File: config.mk
export PLATFORM = sky130hd
export DESIGN_NAME = ufc_function_control
export DESIGN_NICKNAME = d
export VERILOG_FILES = /design/src/design/ufc_pkg.sv /design/src/design/ufc_function_control.sv
export SDC_FILE = /design/constraint.sdc
export NUM_CORES = 1
export LEC_CHECK = 0
export BUFFER_PORTS_ARGS = -buffer_cell sky130_fd_sc_hd__buf_4
export CORE_MARGIN = 2
export CORE_UTILIZATION = 51
export DETAILED_ROUTE_END_ITERATION = 7
export HOLD_SLACK_MARGIN = 0.15
export PLACE_DENSITY = 0.89
export SLEW_MARGIN = 25
export SYNTH_ARGS = -nofsm -noshare
export SYNTH_HDL_FRONTEND = slang
export SYNTH_SLANG_ARGS = --single-unit
File: constraint.sdc
create_clock -name sys_clk_i -period 2.3 [get_ports sys_clk_i]
set_input_delay 0.345 -clock sys_clk_i [delete_from_list [all_inputs] [get_ports sys_clk_i]]
set_output_delay 0.345 -clock sys_clk_i [all_outputs]
set_load 0.01 [all_outputs]
File: src/design/ufc_pkg.sv
// Package for the function control register block: offsets, fields, resets
package ufc_pkg;
   localparam logic [5:0] UFC_ADDR_WRITE = 6'h04; // Full write address
   localparam logic [5:0] UFC_ADDR_SET = 6'h05; // Bitwise set address
   localparam logic [5:0] UFC_ADDR_CLEAR = 6'h06; // Bitwise clear address
   localparam logic [7:0] UFC_RESET_VALUE = 8'h41; // Powered, full speed
   localparam int UFC_BIT_LOW_POWER_N = 6; // Active-low suspend bit
   localparam int UFC_BIT_CORE_RESET = 5; // Self-clearing core reset
   localparam int UFC_BIT_OP_MODE_HI = 4; // Operation mode high bit
   localparam int UFC_BIT_OP_MODE_LO = 3; // Operation mode low bit
   localparam int UFC_BIT_TERM = 2; // Termination select
   localparam int UFC_BIT_SPEED_HI = 1; // Speed select high bit
   localparam int UFC_BIT_SPEED_LO = 0; // Speed select low bit
   localparam logic [7:0] UFC_RESERVED_MASK = 8'h80; // Reserved bit 7
   localparam int UFC_CORE_RESET_CYCLES = 16; // Default core reset length

   // Operation mode codes
   typedef enum logic [1:0] {
      UFC_OP_NORMAL = 2'b00,
      UFC_OP_NONDRIVE = 2'b01,
      UFC_OP_NO_STUFF = 2'b10,
      UFC_OP_NO_SYNC_EOP = 2'b11
   } ufc_op_mode_t;

   // Transceiver speed codes
   typedef enum logic [1:0] {
      UFC_XCVR_HS = 2'b00,
      UFC_XCVR_FS = 2'b01,
      UFC_XCVR_LS = 2'b10,
      UFC_XCVR_LS_ON_FS = 2'b11
   } ufc_speed_t;

   // Register access request from the ULPI framer
   typedef struct packed {
      logic strobe;
      logic [5:0] addr;
      logic [7:0] data;
   } ufc_access_t;

   // Resistor enables for the analog front end
   typedef struct packed {
      logic fs_pullup_plus;
      logic fs_pullup_minus;
      logic hs_term;
      logic pulldown_plus;
      logic pulldown_minus;
   } ufc_resistors_t;

   // Transceiver control decoded from the register
   typedef struct packed {
      logic hs_enable;
      logic fs_enable;
      logic ls_enable;
      logic ls_preamble;
      logic non_driving;
      logic no_stuff_nrzi;
      logic no_sync_eop;
   } ufc_xcvr_ctl_t;
endpackage

File: src/design/ufc_function_control.sv
// Function control register with set/clear access, suspend and core reset
//
// Overview of operation
// - Register read 04h-06h; write, set, clear addresses
// - Set ORs, clear masks off, write replaces
// - Suspend bit zero enters low-power mode
// - Device sets suspend bit itself on exit
// - Reset bit asserts DIR, resets core only
// - Reset done: drop DIR, clear bit, RXCMD
// - Operation mode selects transmit encoding
// - Mode 11b: no automatic SYNC or EOP
// - Termination select governs pull-up and terminations
// - Speed select enables HS, FS or LS
// - Speed 11b: LS over FS with preamble
//
// Read data is decoded from the next register value, so the read mux
// already shows an access that lands on the same clock edge.
// A wake by STP outranks a write that clears the suspend bit in the
// same cycle, so the link can never lose the exit.
// The core reset length is a parameter; pick it to suit the core.
// Bit 7 is reserved: writes to it are dropped and it reads zero.
`timescale 1ns/1ps
module ufc_function_control
   import ufc_pkg::*;
#(
   parameter int CORE_RESET_CYCLES = UFC_CORE_RESET_CYCLES // Core reset length
) (
   input wire logic sys_clk_i, // ULPI interface clock
   input wire logic rstn_i, // Asynchronous reset, active low
   input wire ufc_access_t access_i, // Register access from framer
   input wire logic [5:0] read_addr_i, // Address of a register read
   input wire logic stp_i, // Link stop signal
   input wire logic plus_line_pulldown_i, // Pull-down control, plus line
   input wire logic minus_line_pulldown_i, // Pull-down control, minus line
   output logic [7:0] read_data_o, // Read data, zero off the map
   output logic read_hit_o, // Read address maps here
   output logic [7:0] function_control_o, // Register contents
   output logic low_power_o, // Analog low-power request
   output logic core_reset_o, // Digital core reset
   output logic dir_o, // Bus direction request
   output logic rxcmd_update_o, // One-cycle RXCMD update request
   output ufc_xcvr_ctl_t xcvr_ctl_o, // Transceiver controls
   output ufc_resistors_t resistors_o // Resistor enables
);

   localparam logic [15:0] RESET_LAST = 16'(CORE_RESET_CYCLES - 1); // Final count

   // Core reset sequencer states
   typedef enum logic [1:0] {
      UFC_ST_IDLE = 2'b00,
      UFC_ST_RESET = 2'b01,
      UFC_ST_DONE = 2'b10
   } ufc_state_t;

   logic [7:0] function_control; // Register bits
   logic [7:0] next_function_control; // Register bits after this edge
   ufc_state_t state; // Sequencer state
   ufc_state_t next_state; // Sequencer state after this edge
   logic [15:0] count; // Reset cycle counter
   logic [15:0] next_count; // Counter after this edge
   logic [7:0] read_data; // Read mux result
   logic read_hit; // Read address maps here
   logic [7:0] next_read_data; // Read mux input
   logic next_read_hit; // Read decode input
   logic rxcmd_update; // Status update pulse
   logic next_rxcmd_update; // Pulse after this edge
   ufc_xcvr_ctl_t xcvr_ctl; // Transceiver controls
   ufc_xcvr_ctl_t next_xcvr_ctl; // Controls after this edge
   ufc_resistors_t resistors; // Resistor enables
   ufc_resistors_t next_resistors; // Enables after this edge
   logic low_power; // Low-power request flop
   logic next_low_power; // Low-power request after this edge
   logic reset_busy; // Core reset running, drives DIR
   logic next_reset_busy; // Core reset phase after this edge

   // Apply one access to the register value
   function automatic logic [7:0] apply_access(input logic [7:0] cur, input ufc_access_t acc);
      logic [7:0] res;
      res = cur;
      if (acc.strobe) begin
         case (acc.addr)
            UFC_ADDR_WRITE: res = acc.data;
            UFC_ADDR_SET: res = cur | acc.data;
            UFC_ADDR_CLEAR: res = cur & ~acc.data;
            default: res = cur; // Other registers
         endcase
      end
      // Reserved bit never holds a one
      return res & ~UFC_RESERVED_MASK;
   endfunction

   // Read decode across the three aliases
   function automatic logic addr_hit(input logic [5:0] a);
      return (a == UFC_ADDR_WRITE) || (a == UFC_ADDR_SET) || (a == UFC_ADDR_CLEAR);
   endfunction

   // Register update, wake-up and reset sequencing
   always_comb begin
      // Access first, then hardware updates override it
      next_function_control = apply_access(function_control, access_i);
      // Defaults: hold the sequencer, no status pulse
      next_state = state;
      next_count = count;
      next_rxcmd_update = 1'b0;
      // Wake on STP from low-power: hardware sets the bit, beating a write
      if (!function_control[UFC_BIT_LOW_POWER_N] && stp_i) begin
         next_function_control[UFC_BIT_LOW_POWER_N] = 1'b1;
      end
      case (state)
         UFC_ST_IDLE: begin
            // Reset bit newly set by the link starts the core reset
            if (function_control[UFC_BIT_CORE_RESET]) begin
               next_state = UFC_ST_RESET;
               next_count = 16'h0000;
            end
         end
         UFC_ST_RESET: begin
            // Hold bit set while the core is in reset
            next_function_control[UFC_BIT_CORE_RESET] = 1'b1;
            if (count == RESET_LAST) begin
               // Last cycle: release core, clear bit, flag RXCMD
               next_state = UFC_ST_DONE;
               next_function_control[UFC_BIT_CORE_RESET] = 1'b0;
               next_rxcmd_update = 1'b1;
            end else begin
               // Count another reset cycle
               next_count = count + 16'h0001;
            end
         end
         UFC_ST_DONE: begin
            // One cycle gap so the cleared bit is not retaken
            next_state = UFC_ST_IDLE;
         end
         default: begin
            // Unused code: back to idle
            next_state = UFC_ST_IDLE;
         end
      endcase
      // Flopped views of power state and reset phase
      next_low_power = ~next_function_control[UFC_BIT_LOW_POWER_N];
      next_reset_busy = (next_state == UFC_ST_RESET);
   end

   // Outputs decoded from the next register value
   always_comb begin
      logic [1:0] op;
      logic [1:0] spd;
      logic term;
      logic pd_both;
      // Fields of the value the register is about to hold
      op = next_function_control[UFC_BIT_OP_MODE_HI:UFC_BIT_OP_MODE_LO];
      spd = next_function_control[UFC_BIT_SPEED_HI:UFC_BIT_SPEED_LO];
      term = next_function_control[UFC_BIT_TERM];
      pd_both = plus_line_pulldown_i && minus_line_pulldown_i;
      // Read path over the three aliases
      next_read_hit = addr_hit(read_addr_i);
      next_read_data = next_read_hit ? next_function_control : 8'h00;
      // Speed select decode
      next_xcvr_ctl.hs_enable = (spd == UFC_XCVR_HS);
      next_xcvr_ctl.fs_enable = (spd == UFC_XCVR_FS) || (spd == UFC_XCVR_LS_ON_FS);
      next_xcvr_ctl.ls_enable = (spd == UFC_XCVR_LS);
      next_xcvr_ctl.ls_preamble = (spd == UFC_XCVR_LS_ON_FS);
      // Operation mode decode
      next_xcvr_ctl.non_driving = (op == UFC_OP_NONDRIVE);
      next_xcvr_ctl.no_stuff_nrzi = (op == UFC_OP_NO_STUFF);
      next_xcvr_ctl.no_sync_eop = (op == UFC_OP_NO_SYNC_EOP);
      // Pull-down controls pass straight through
      next_resistors.pulldown_plus = plus_line_pulldown_i;
      next_resistors.pulldown_minus = minus_line_pulldown_i;
      // Resistors off unless a case below turns them on
      next_resistors.fs_pullup_plus = 1'b0;
      next_resistors.fs_pullup_minus = 1'b0;
      next_resistors.hs_term = 1'b0;
      // Termination decode by speed, mode and pull-downs
      if (op != UFC_OP_NONDRIVE) begin
         // Non-driving mode keeps pull-ups and HS termination off; pull-downs still follow their inputs
         if (spd == UFC_XCVR_HS) begin
            // High speed: terminations on unless termination is selected
            next_resistors.hs_term = ~term;
         end else if (term && !pd_both) begin
            // Peripheral role: pull-up on plus (FS) or minus (LS)
            next_resistors.fs_pullup_plus = (spd != UFC_XCVR_LS);
            next_resistors.fs_pullup_minus = (spd == UFC_XCVR_LS);
         end
      end
   end

   // Register all state and outputs
   always_ff @(posedge sys_clk_i or negedge rstn_i) begin
      if (!rstn_i) begin
         // Reset values of every flop
         function_control <= UFC_RESET_VALUE;
         state <= UFC_ST_IDLE;
         count <= 16'h0000;
         read_data <= 8'h00;
         read_hit <= 1'b0;
         rxcmd_update <= 1'b0;
         xcvr_ctl <= '0;
         resistors <= '0;
         low_power <= 1'b0;
         reset_busy <= 1'b0;
      end else begin
         // Load the next values
         function_control <= next_function_control;
         state <= next_state;
         count <= next_count;
         read_data <= next_read_data;
         read_hit <= next_read_hit;
         rxcmd_update <= next_rxcmd_update;
         xcvr_ctl <= next_xcvr_ctl;
         resistors <= next_resistors;
         low_power <= next_low_power;
         reset_busy <= next_reset_busy;
      end
   end

   // Output flops, driven straight from registers
   assign read_data_o = read_data;
   assign read_hit_o = read_hit;
   assign function_control_o = function_control;
   assign low_power_o = low_power;
   assign core_reset_o = reset_busy;
   assign dir_o = reset_busy;
   assign rxcmd_update_o = rxcmd_update;
   assign xcvr_ctl_o = xcvr_ctl;
   assign resistors_o = resistors;

endmodule

==> impl_metrics.json, run 1 <==
{
  "num-fill-cells": 298,
  "drv_cap": 0,
  "io_pins": 59,
  "hold_ws_ns": 0.260,
  "routabilityCongestion": 0.868,
  "wirelength_um": 4300,
  "hold_violations": 0,
  "synth_top_family_by_area": "simple AND/OR/NAND/NOR gates",
  "ant_nets": 0,
  "finClkSkew_ns": 0.00719,
  "grt_usage_pct": 20.3,
  "worstMarginPinSlew_ns": 0.587,
  "p_int_uw": 1550,
  "rsz0062_at_grt": "false",
  "maxSlewHeadroom_pct": 60.9,
  "post_drt_via_cell_ratio": 5.43,
  "fp.dieH_um": 67.8,
  "peakVddDrop_mv": 0.478,
  "clk_pin_slew_worst_paths_ns": 0.09,
  "first_global_vias": 1525,
  "cts_tree": "done",
  "multiInputGateArea_um2": 807,
  "powerDensity_mw_per_mm2": 848,
  "synthCells": 193,
  "clk-insertion-delay-late_ns": 0.30,
  "crit_required_ns": 2.53,
  "crit_fanout": 11,
  "synth_xor_xnor_area_share_pct": 1.69,
  "crit_path_max_incr_delay_ns": 0.52,
  "drt-pass1-iter-count": 4,
  "synth-seq-cells": 48,
  "fmax_ghz": 0.535,
  "tns_ns": 0,
  "grt_max_degree": 49,
  "synth-simple-area-share_pct": 24.4,
  "regArea_mm2": 0.00120,
  "synthArstFlopShare_pct": 100,
  "worst_ep_arrival_time_ns": 2.10,
  "fin_nets": 281,
  "diodes": 0,
  "synth_edf_count": 0,
  "setup_violations": 0,
  "seq_area_frac_synth_pct": 58.0,
  "synthAdderAreaFrac_pct": 0.603,
  "p_sw_share_pct": 31.7,
  "grt_pass1_wl_um": 6910,
  "hpwl_um": 3190,
  "seqPwrFrac_pct": 46.0,
  "synth-compound-area-share_pct": 9.89,
  "outcome": "completed",
  "period_minus_slack_ns": 1.87,
  "synth_flop_cell": "dfrtp_1",
  "cts_buffers": 5,
  "netlist_area_mm2": 0.00208,
  "htree_levels": 2,
  "drc": 0,
  "initial_core_util_pct": 52.3,
  "hold_class": "input pin to flip-flop",
  "critical_path_class": "flip-flop to flip-flop",
  "p_comb_share_pct": 26.8,
  "p_clk_share_pct": 27.1,
  "drt_iter0_drc": 76,
  "antenna_found_initial": 0,
  "dieWidth_um": 67.8,
  "muxShareOfSynthArea_pct": 1.93,
  "dieArea_mm2": 0.00460,
  "num_rows": 23,
  "layout_commonest_cell": "buf_4",
  "ys_types": 43,
  "cpMaxStageDelayCell": "or3_1",
  "start_kind": "flip-flop",
  "cts.sinks": 48,
  "switchingPower_uw": 719,
  "cp-end-kind": "flip-flop",
  "wl_per_cell_um": 14.1,
  "leakagePower_uw": 0.00132,
  "io_buffers": 55,
  "cts_root_buffer": "clkbuf_8",
  "area_growth_pct": 28.8,
  "crit_path_cell_trace": "nand2b_1 > or3_1 > or4_1 > a21oi_1",
  "cts_buffer_depth": 2,
  "core-area_mm2": 0.00397,
  "slew_violations": 0,
  "synth_warnings": 0,
  "layout-drive-gt1-share_pct": 27.8,
  "vias": 1656,
  "overflow": 0,
  "period_share_pct": 81.2,
  "syn_avg_cell_area_um2": 10.8,
  "final_cell_mix": "buf_4, dfrtp_1, nor2_1, nand2_1"
}
-- metal layers --
layer	part of all wire [%]	vias up	track usage, %
li1	-	805	-
met1	42	803	24.6
met2	52	42	35.2
met3	5.4	6	5.17
met4	1.1	0	6.75
met5	0	-	0
-- path summary, 6_finish.rpt --
kind / to / depth (start not counted) / startpoint / slack (ns)
worst max-delay path: count[14] / 4 / state[1] / 0.43
worst min-delay path: low_power_o / 2 / access_i[6] / 0.26
worst max register to register: count[14] / 4 / state[1] / 0.43
worst min register to register: count[0] / 1 / count[0] / 0.54
max in group asynchronous: function_control_o[5] / 2 / rstn_i / 1.32
min in group asynchronous: count[8] / 2 / rstn_i / 0.58
-- through the flow --
stage / std cells / cell area, um^2 / total power, uW / setup slack, ns / utilization (%)
final: 305 / 2670 / 2270 / 0.432 / 67.3
after global routing: 305 / 2670 / 2390 / 0.374 / 67.3
after CTS: 303 / 2650 / 2280 / 0.440 / 66.8
after detailed placement: 294 / 2530 / 1670 / 0.313 / 63.6
after global placement: 294 / 2530 / 1640 / 0.330 / 63.6
after floorplan: 194 / 2080 / 1410 / 0.528 / -
-- cells in the mapped netlist, drive strengths merged (2+ instances only) --
cell,instances,share of area (%)
nor3b,2,0.72
nand4,4,1.2
mux2i,4,1.9
o211ai,2,0.72
xnor2,4,1.7
and3,4,1.2
nand3,9,2.2
a41o,3,1.4
nor4,5,1.5
or3,2,0.60
o21ai,2,0.48
dfrtp,46,55
nand2b,6,1.8
a31oi,3,0.90
nor2,20,3.6
dfstp,2,2.5
nor4b,5,2.4
o31ai,5,2.0
inv,9,1.6
a22oi,2,0.72
and2,3,0.90
buf,4,1.3
nor3,2,0.48
nor2b,5,1.5
nand2,20,3.6
a21oi,4,0.96
clkbuf,2,0.36
a41oi,2,0.84
-- final cells by class --
| class | count | share of cell area (%) |
|---|---|---|
| inverter | 9 | 1.26 |
| clock buffer | 5 | 2.57 |
| multi-input combinational | 131 | 30.2 |
| tap | 50 | 2.34 |
| timing repair buffer | 59 | 16.9 |
| clock inverter | 3 | 1.73 |
| sequential | 48 | 45.0 |
-- power groups by stage --
stage | Sequential [uW] | Combinational, uW | Clock (uW)
2_1_floorplan | 1080 | 336 | 0
3_3_place_gp | 1050 | 587 | 0
3_5_place_dp | 1060 | 609 | 0
4_1_cts | 1040 | 613 | 626
5_1_grt | 1060 | 673 | 661
6_report | 1040 | 608 | 615
-- sequential cells by signal (all words and copies together), names as in the netlist --
register,cells
read_hit_o,1
core_reset_o,1
rxcmd_update_o,1
resistors_o,5
read_data_o,7
count,16
low_power_o,1
state,2
function_control_o,7
xcvr_ctl_o,7
-- critical path: cells and delay by family, from the launching register on --
family | cells | cell delay (ns)
flops | 1 | 0.39
simple gates | 3 | 1.26
compound gates | 1 | 0.15
-- what timing repair did --
action | in CTS | in global routing
resized for setup | 0 | 0
endpoints found under the hold margin | 46 | 2
hold buffers | 1 | 2
setup buffers | 0 | 0
-- logic make-up after synthesis --
group / count (synthesis)
xor gates and xnor gates: 4
DFF: 48
buffers and inverters: 15
AOI/OAI and AO/OA: 27
other: 1
muxes: 4
adders and majority gates: 1
and+or+nand+nor: 93
Note: power is estimated with default switching activity, not from simulation.
==> inputs of run 2 (changes only) <==
==> constraint.sdc (replaced) <==
create_clock -name sys_clk_i -period 1.8 [get_ports sys_clk_i]
set_input_delay 0.27 -clock sys_clk_i [delete_from_list [all_inputs] [get_ports sys_clk_i]]
set_output_delay 0.27 -clock sys_clk_i [all_outputs]
set_load 0.01 [all_outputs]
==> impl_metrics.json, run 2 (same netlist as run 1, synthesis figures left out) <==
{
  "fmax_ghz": 0.581,
  "peakVddDrop_mv": 0.638,
  "hold_class": "input pin to flip-flop",
  "met3_length_um": 303,
  "post_dp_cell_area_mm2": 0.00263,
  "critical_path_class": "flip-flop to flip-flop",
  "fp.dieH_um": 67.8,
  "cts_buffers": 5,
  "setup_violations": 0,
  "io_pins": 59,
  "worstMarginPinSlew_ns": 0.589,
  "cts_tree": "done",
  "drt-pass1-iter-count": 4,
  "fin_nets": 295,
  "wirelength_um": 4850,
  "layout-drive-gt1-share_pct": 33.8,
  "crit_path_cell_trace": "ha_2 > nand2_1 > or3_4 > or4_1 > a21oi_2",
  "cts_buffer_depth": 2,
  "grt_max_degree": 49,
  "met1Wirelength_um": 1880,
  "core-area_mm2": 0.00397,
  "vias": 1761,
  "initial_core_util_pct": 52.3,
  "worst_ep_arrival_time_ns": 1.95,
  "rsz0062_at_grt": "false",
  "overflow": 0,
  "wl_met2_um": 2520,
  "wl_per_cell_um": 15.2,
  "cts.sinks": 48,
  "area_growth_pct": 34.0,
  "cp-end-kind": "flip-flop",
  "final_area_mm2": 0.00278,
  "start_kind": "flip-flop",
  "finClkSkew_ns": 0.00785,
  "clk-insertion-delay-late_ns": 0.30,
  "final_cell_mix": "buf_4, dfrtp_1, nor2_1, nand2_1",
  "pre_cts_slack_ns": -0.132,
  "crit_required_ns": 2.03,
  "io_buffers": 55,
  "routabilityCongestion": 0.894,
  "drt_iter0_drc": 122,
  "dieArea_mm2": 0.00460,
  "drc": 0,
  "dieWidth_um": 67.8,
  "maxSlewHeadroom_pct": 60.7,
  "htree_levels": 2,
  "leakagePower_uw": 0.00139,
  "critPathTopFamily": "simple AND/OR/NAND/NOR gates",
  "hpwl_um": 3560,
  "clk_pin_slew_worst_paths_ns": 0.09,
  "post_drt_via_cell_ratio": 5.52,
  "largest-register": "count",
  "slew_violations": 0,
  "diodes": 0,
  "critPathBufInv": 0,
  "utilization_pct": 70.0,
  "crit_fanout": 6,
  "period_minus_slack_ns": 1.72,
  "post_cts_buffers": 0,
  "grt_usage_pct": 24.0,
  "cpMaxStageDelayCell": "or4_1",
  "crit_path_max_incr_delay_ns": 0.43,
  "outcome": "completed",
  "fin_ws_ns": 0.0793,
  "hold_violations": 0,
  "cts_root_buffer": "clkbuf_8",
  "num_rows": 23,
  "ant_nets": 0,
  "period_share_pct": 95.6,
  "largest_reg_flops": 16,
  "antenna_found_initial": 0,
  "highest-signal-layer": "met4",
  "layout_commonest_cell": "buf_4",
  "grt_pass1_wl_um": 8080,
  "drv_cap": 0,
  "first_global_vias": 1821,
  "powerDensity_mw_per_mm2": 1020
}
## run 2: changes by cell type in the layout (fill, tap and decap cells not counted), moves of 2 or more
cell | previous run | this run
nor4_1 | 5 | 3
nor4_2 | 0 | 2
clkinv_2 | 0 | 2
buf_4 | 56 | 70
## run 2: through the flow
stage / power [uW] / setup TNS [ns] / hold WS (ns) / std cells
5_1_grt: 3010 / 0 / 0.174 / 319
3_3_place_gp: 2150 / -0.166 / 0.303 / 308
2_1_floorplan: 1800 / 0 / -0.0256 / 194
3_5_place_dp: 2200 / -0.276 / 0.315 / 308
4_1_cts: 2830 / 0 / 0.172 / 319
6_report: 2840 / 0 / 0.184 / 319
## run 2: cell type report
class                      instances  area [um^2]
inverter                           9         33.8
clock inverter                     3         18.8
tap                               50         62.6
sequential                        48         1200
multi-input combinational        131          838
timing repair buffer              73          556
clock buffer                       5         68.8
fill                             303         1190
## run 2: worst reg2reg max path, delay by kind of cell, from the launching register on
kind,cells,cell delay (ns)
AND/OR/NAND/NOR,3,0.91
flip-flops,1,0.40
adder cells (fa/ha/maj),1,0.20
AO/OA/AOI/OAI,1,0.15
## run 2: report_power, final
part / leakage (uW) / internal [uW] / switching (uW)
registers: 0.000624 / 1230 / 99.8
logic: 0.000716 / 387 / 483
clock network: 0.0000479 / 271 / 366
total: 0.00139 / 1890 / 949
## run 2: worst paths after layout
| check | from | to | slack [ns] | depth (start not counted) |
|---|---|---|---|---|
| max reg2reg | count[0] | count[14] | 0.08 | 5 |
| min reg2reg | count[3] | count[3] | 0.54 | 1 |
| max | count[0] | count[14] | 0.08 | 5 |
| min | access_i[6] | low_power_o | 0.18 | 2 |
| min in group asynchronous | rstn_i | count[8] | 0.51 | 2 |
| max in group asynchronous | rstn_i | resistors_o[0] | 0.89 | 2 |
## run 2: routing by layer
metal  global-route usage (%)  vias up
li1                         -      832
met1                     27.5      856
met2                     41.4       58
met3                     6.67       15
met4                     11.3        0
met5                        0        -
## run 2: what timing repair did
item                                    CTS  global route
endpoints found under the setup margin    0             6
hold buffers                              3             0
endpoints found under the hold margin    48             0
gates resized for setup                   0             6
==> inputs of run 3 (changes only) <==
--- a/config.mk
+++ b/config.mk
@@ -11,6 +11,7 @@
 export DETAILED_ROUTE_END_ITERATION = 7
 export HOLD_SLACK_MARGIN = 0.15
 export PLACE_DENSITY = 0.89
+export RECOVER_POWER = 100
 export SLEW_MARGIN = 25
 export SYNTH_ARGS = -nofsm -noshare
 export SYNTH_HDL_FRONTEND = slang
==> impl_metrics.json, run 3 (same netlist as run 1, synthesis figures left out) <==
{
  "dieWidth_um": 67.8,
  "largest-register": "count",
  "total_power_uw": 2730,
  "area_growth_pct": 26.4,
  "drc": 0,
  "post_dp_cell_area_mm2": 0.00263,
  "num_rows": 23,
  "critical_path_class": "flip-flop to flip-flop",
  "final_cell_mix": "dfrtp_1, clkbuf_1, buf_4, nor2_1, nand2_1",
  "crit_required_ns": 2.03,
  "ant_nets": 0,
  "io_buffers": 55,
  "fmax_ghz": 0.580,
  "grt_usage_pct": 24.0,
  "hpwl_um": 3560,
  "cp-endpoint": "count[14]",
  "grt_max_degree": 49,
  "tns_ns": 0,
  "layout-drive-gt1-share_pct": 18.2,
  "core-area_mm2": 0.00397,
  "drt-pass1-iter-count": 4,
  "r2r_start": "count[0]",
  "hold_violations": 0,
  "final_area_mm2": 0.00262,
  "num-fill-cells": 351,
  "r2r_cells": 5,
  "cts_root_buffer": "clkbuf_8",
  "first_global_vias": 1821,
  "crit_fanout": 6,
  "vias": 1769,
  "min_delay_path_depth": 2,
  "start_kind": "flip-flop",
  "worst_ep_arrival_time_ns": 1.96,
  "wirelength_um": 4810,
  "dieArea_mm2": 0.00460,
  "reg2reg_to": "count[14]",
  "peakVddDrop_mv": 0.616,
  "outcome": "completed",
  "post_drt_via_cell_ratio": 5.55,
  "wl_per_cell_um": 15.1,
  "layout_commonest_cell": "dfrtp_1",
  "grt_pass1_wl_um": 8080,
  "io_pins": 59,
  "clk_pin_slew_worst_paths_ns": 0.09,
  "drt_iter0_drc": 103,
  "diodes": 0,
  "initial_core_util_pct": 52.3,
  "hold_class": "input pin to flip-flop",
  "setup_violations": 0,
  "worstMarginPinSlew_ns": 1.14,
  "maxSlewHeadroom_pct": 23.8,
  "largest_reg_flops": 16,
  "post_cts_buffers": 0,
  "powerDensity_mw_per_mm2": 1040,
  "htree_levels": 2,
  "finClkSkew_ns": 0.00741,
  "cts.sinks": 48,
  "antenna_found_initial": 0,
  "r2r_slack_ns": 0.08,
  "rsz0062_at_grt": "false",
  "slew_violations": 0,
  "period_share_pct": 95.8,
  "hold_start": "access_i[6]",
  "cp-startpoint": "count[0]",
  "cts_buffers": 5,
  "fin_ws_ns": 0.0755,
  "fin_nets": 295,
  "pre_cts_slack_ns": -0.132,
  "drv_cap": 0,
  "cts_buffer_depth": 2,
  "overflow": 0,
  "cts_tree": "done",
  "routabilityCongestion": 0.894,
  "leakagePower_uw": 0.00124,
  "clk-insertion-delay-late_ns": 0.30,
  "fp.dieH_um": 67.8,
  "cp-end-kind": "flip-flop",
  "period_minus_slack_ns": 1.72
}
## run 3: worst min path at each step
stage	to	slack, ns
final	low_power_o	0.18
after global routing	low_power_o	0.17
after CTS	low_power_o	0.17
after detailed placement	count[14]	0.32
after global placement	count[12]	0.30
after floorplan	core_reset_o	-0.03
## run 3: metrics by stage
stage / util, % / hold slack [ns] / std cells
floorplan: - / -0.0256 / 194
global placement: 66.3 / 0.303 / 308
detailed placement: 66.3 / 0.315 / 308
CTS: 69.3 / 0.172 / 319
global route: 66.1 / 0.174 / 319
finish: 66.1 / 0.180 / 319
## run 3: timing repair
| action | CTS | global route |
|---|---|---|
| gates resized for setup | 0 | 6 |
| endpoints found under the setup margin | 0 | 6 |
| hold endpoints to repair | 48 | 0 |
| hold buffers | 3 | 0 |
## run 3: final cells by class
type                            count  area, um^2  share of cell area, %
Timing Repair Buffer               73         414                   15.8
Clock buffer                        5        68.8                   2.62
Clock inverter                      3        18.8                  0.715
Inverter                            9        33.8                   1.29
Multi-Input combinational cell    131         822                   31.3
Tap cell                           50        62.6                   2.38
Sequential cell                    48        1200                   45.9
## run 3: metal layers
layer | vias up | GRT usage, % | wire (um)
met2 | 60 | 41.4 | 2520
met1 | 860 | 27.5 | 1860
met3 | 17 | 6.67 | 278
met5 | - | 0 | 0
li1 | 832 | - | -
met4 | 0 | 11.3 | 146
## run 3: critical path: stages, from the launching register on
cell and delay (ns):
dfrtp_1 0.40, ha_2 0.20, nand2_1 0.07, or3_4 0.41, or4_1 0.43, a21oi_2 0.15
## run 3: where the power goes
part / switching (uW) / leakage (uW) / internal (uW)
registers: 98.2 / 0.000623 / 1230
logic: 475 / 0.000568 / 296
clock network: 361 / 0.0000479 / 271
total: 934 / 0.00124 / 1800
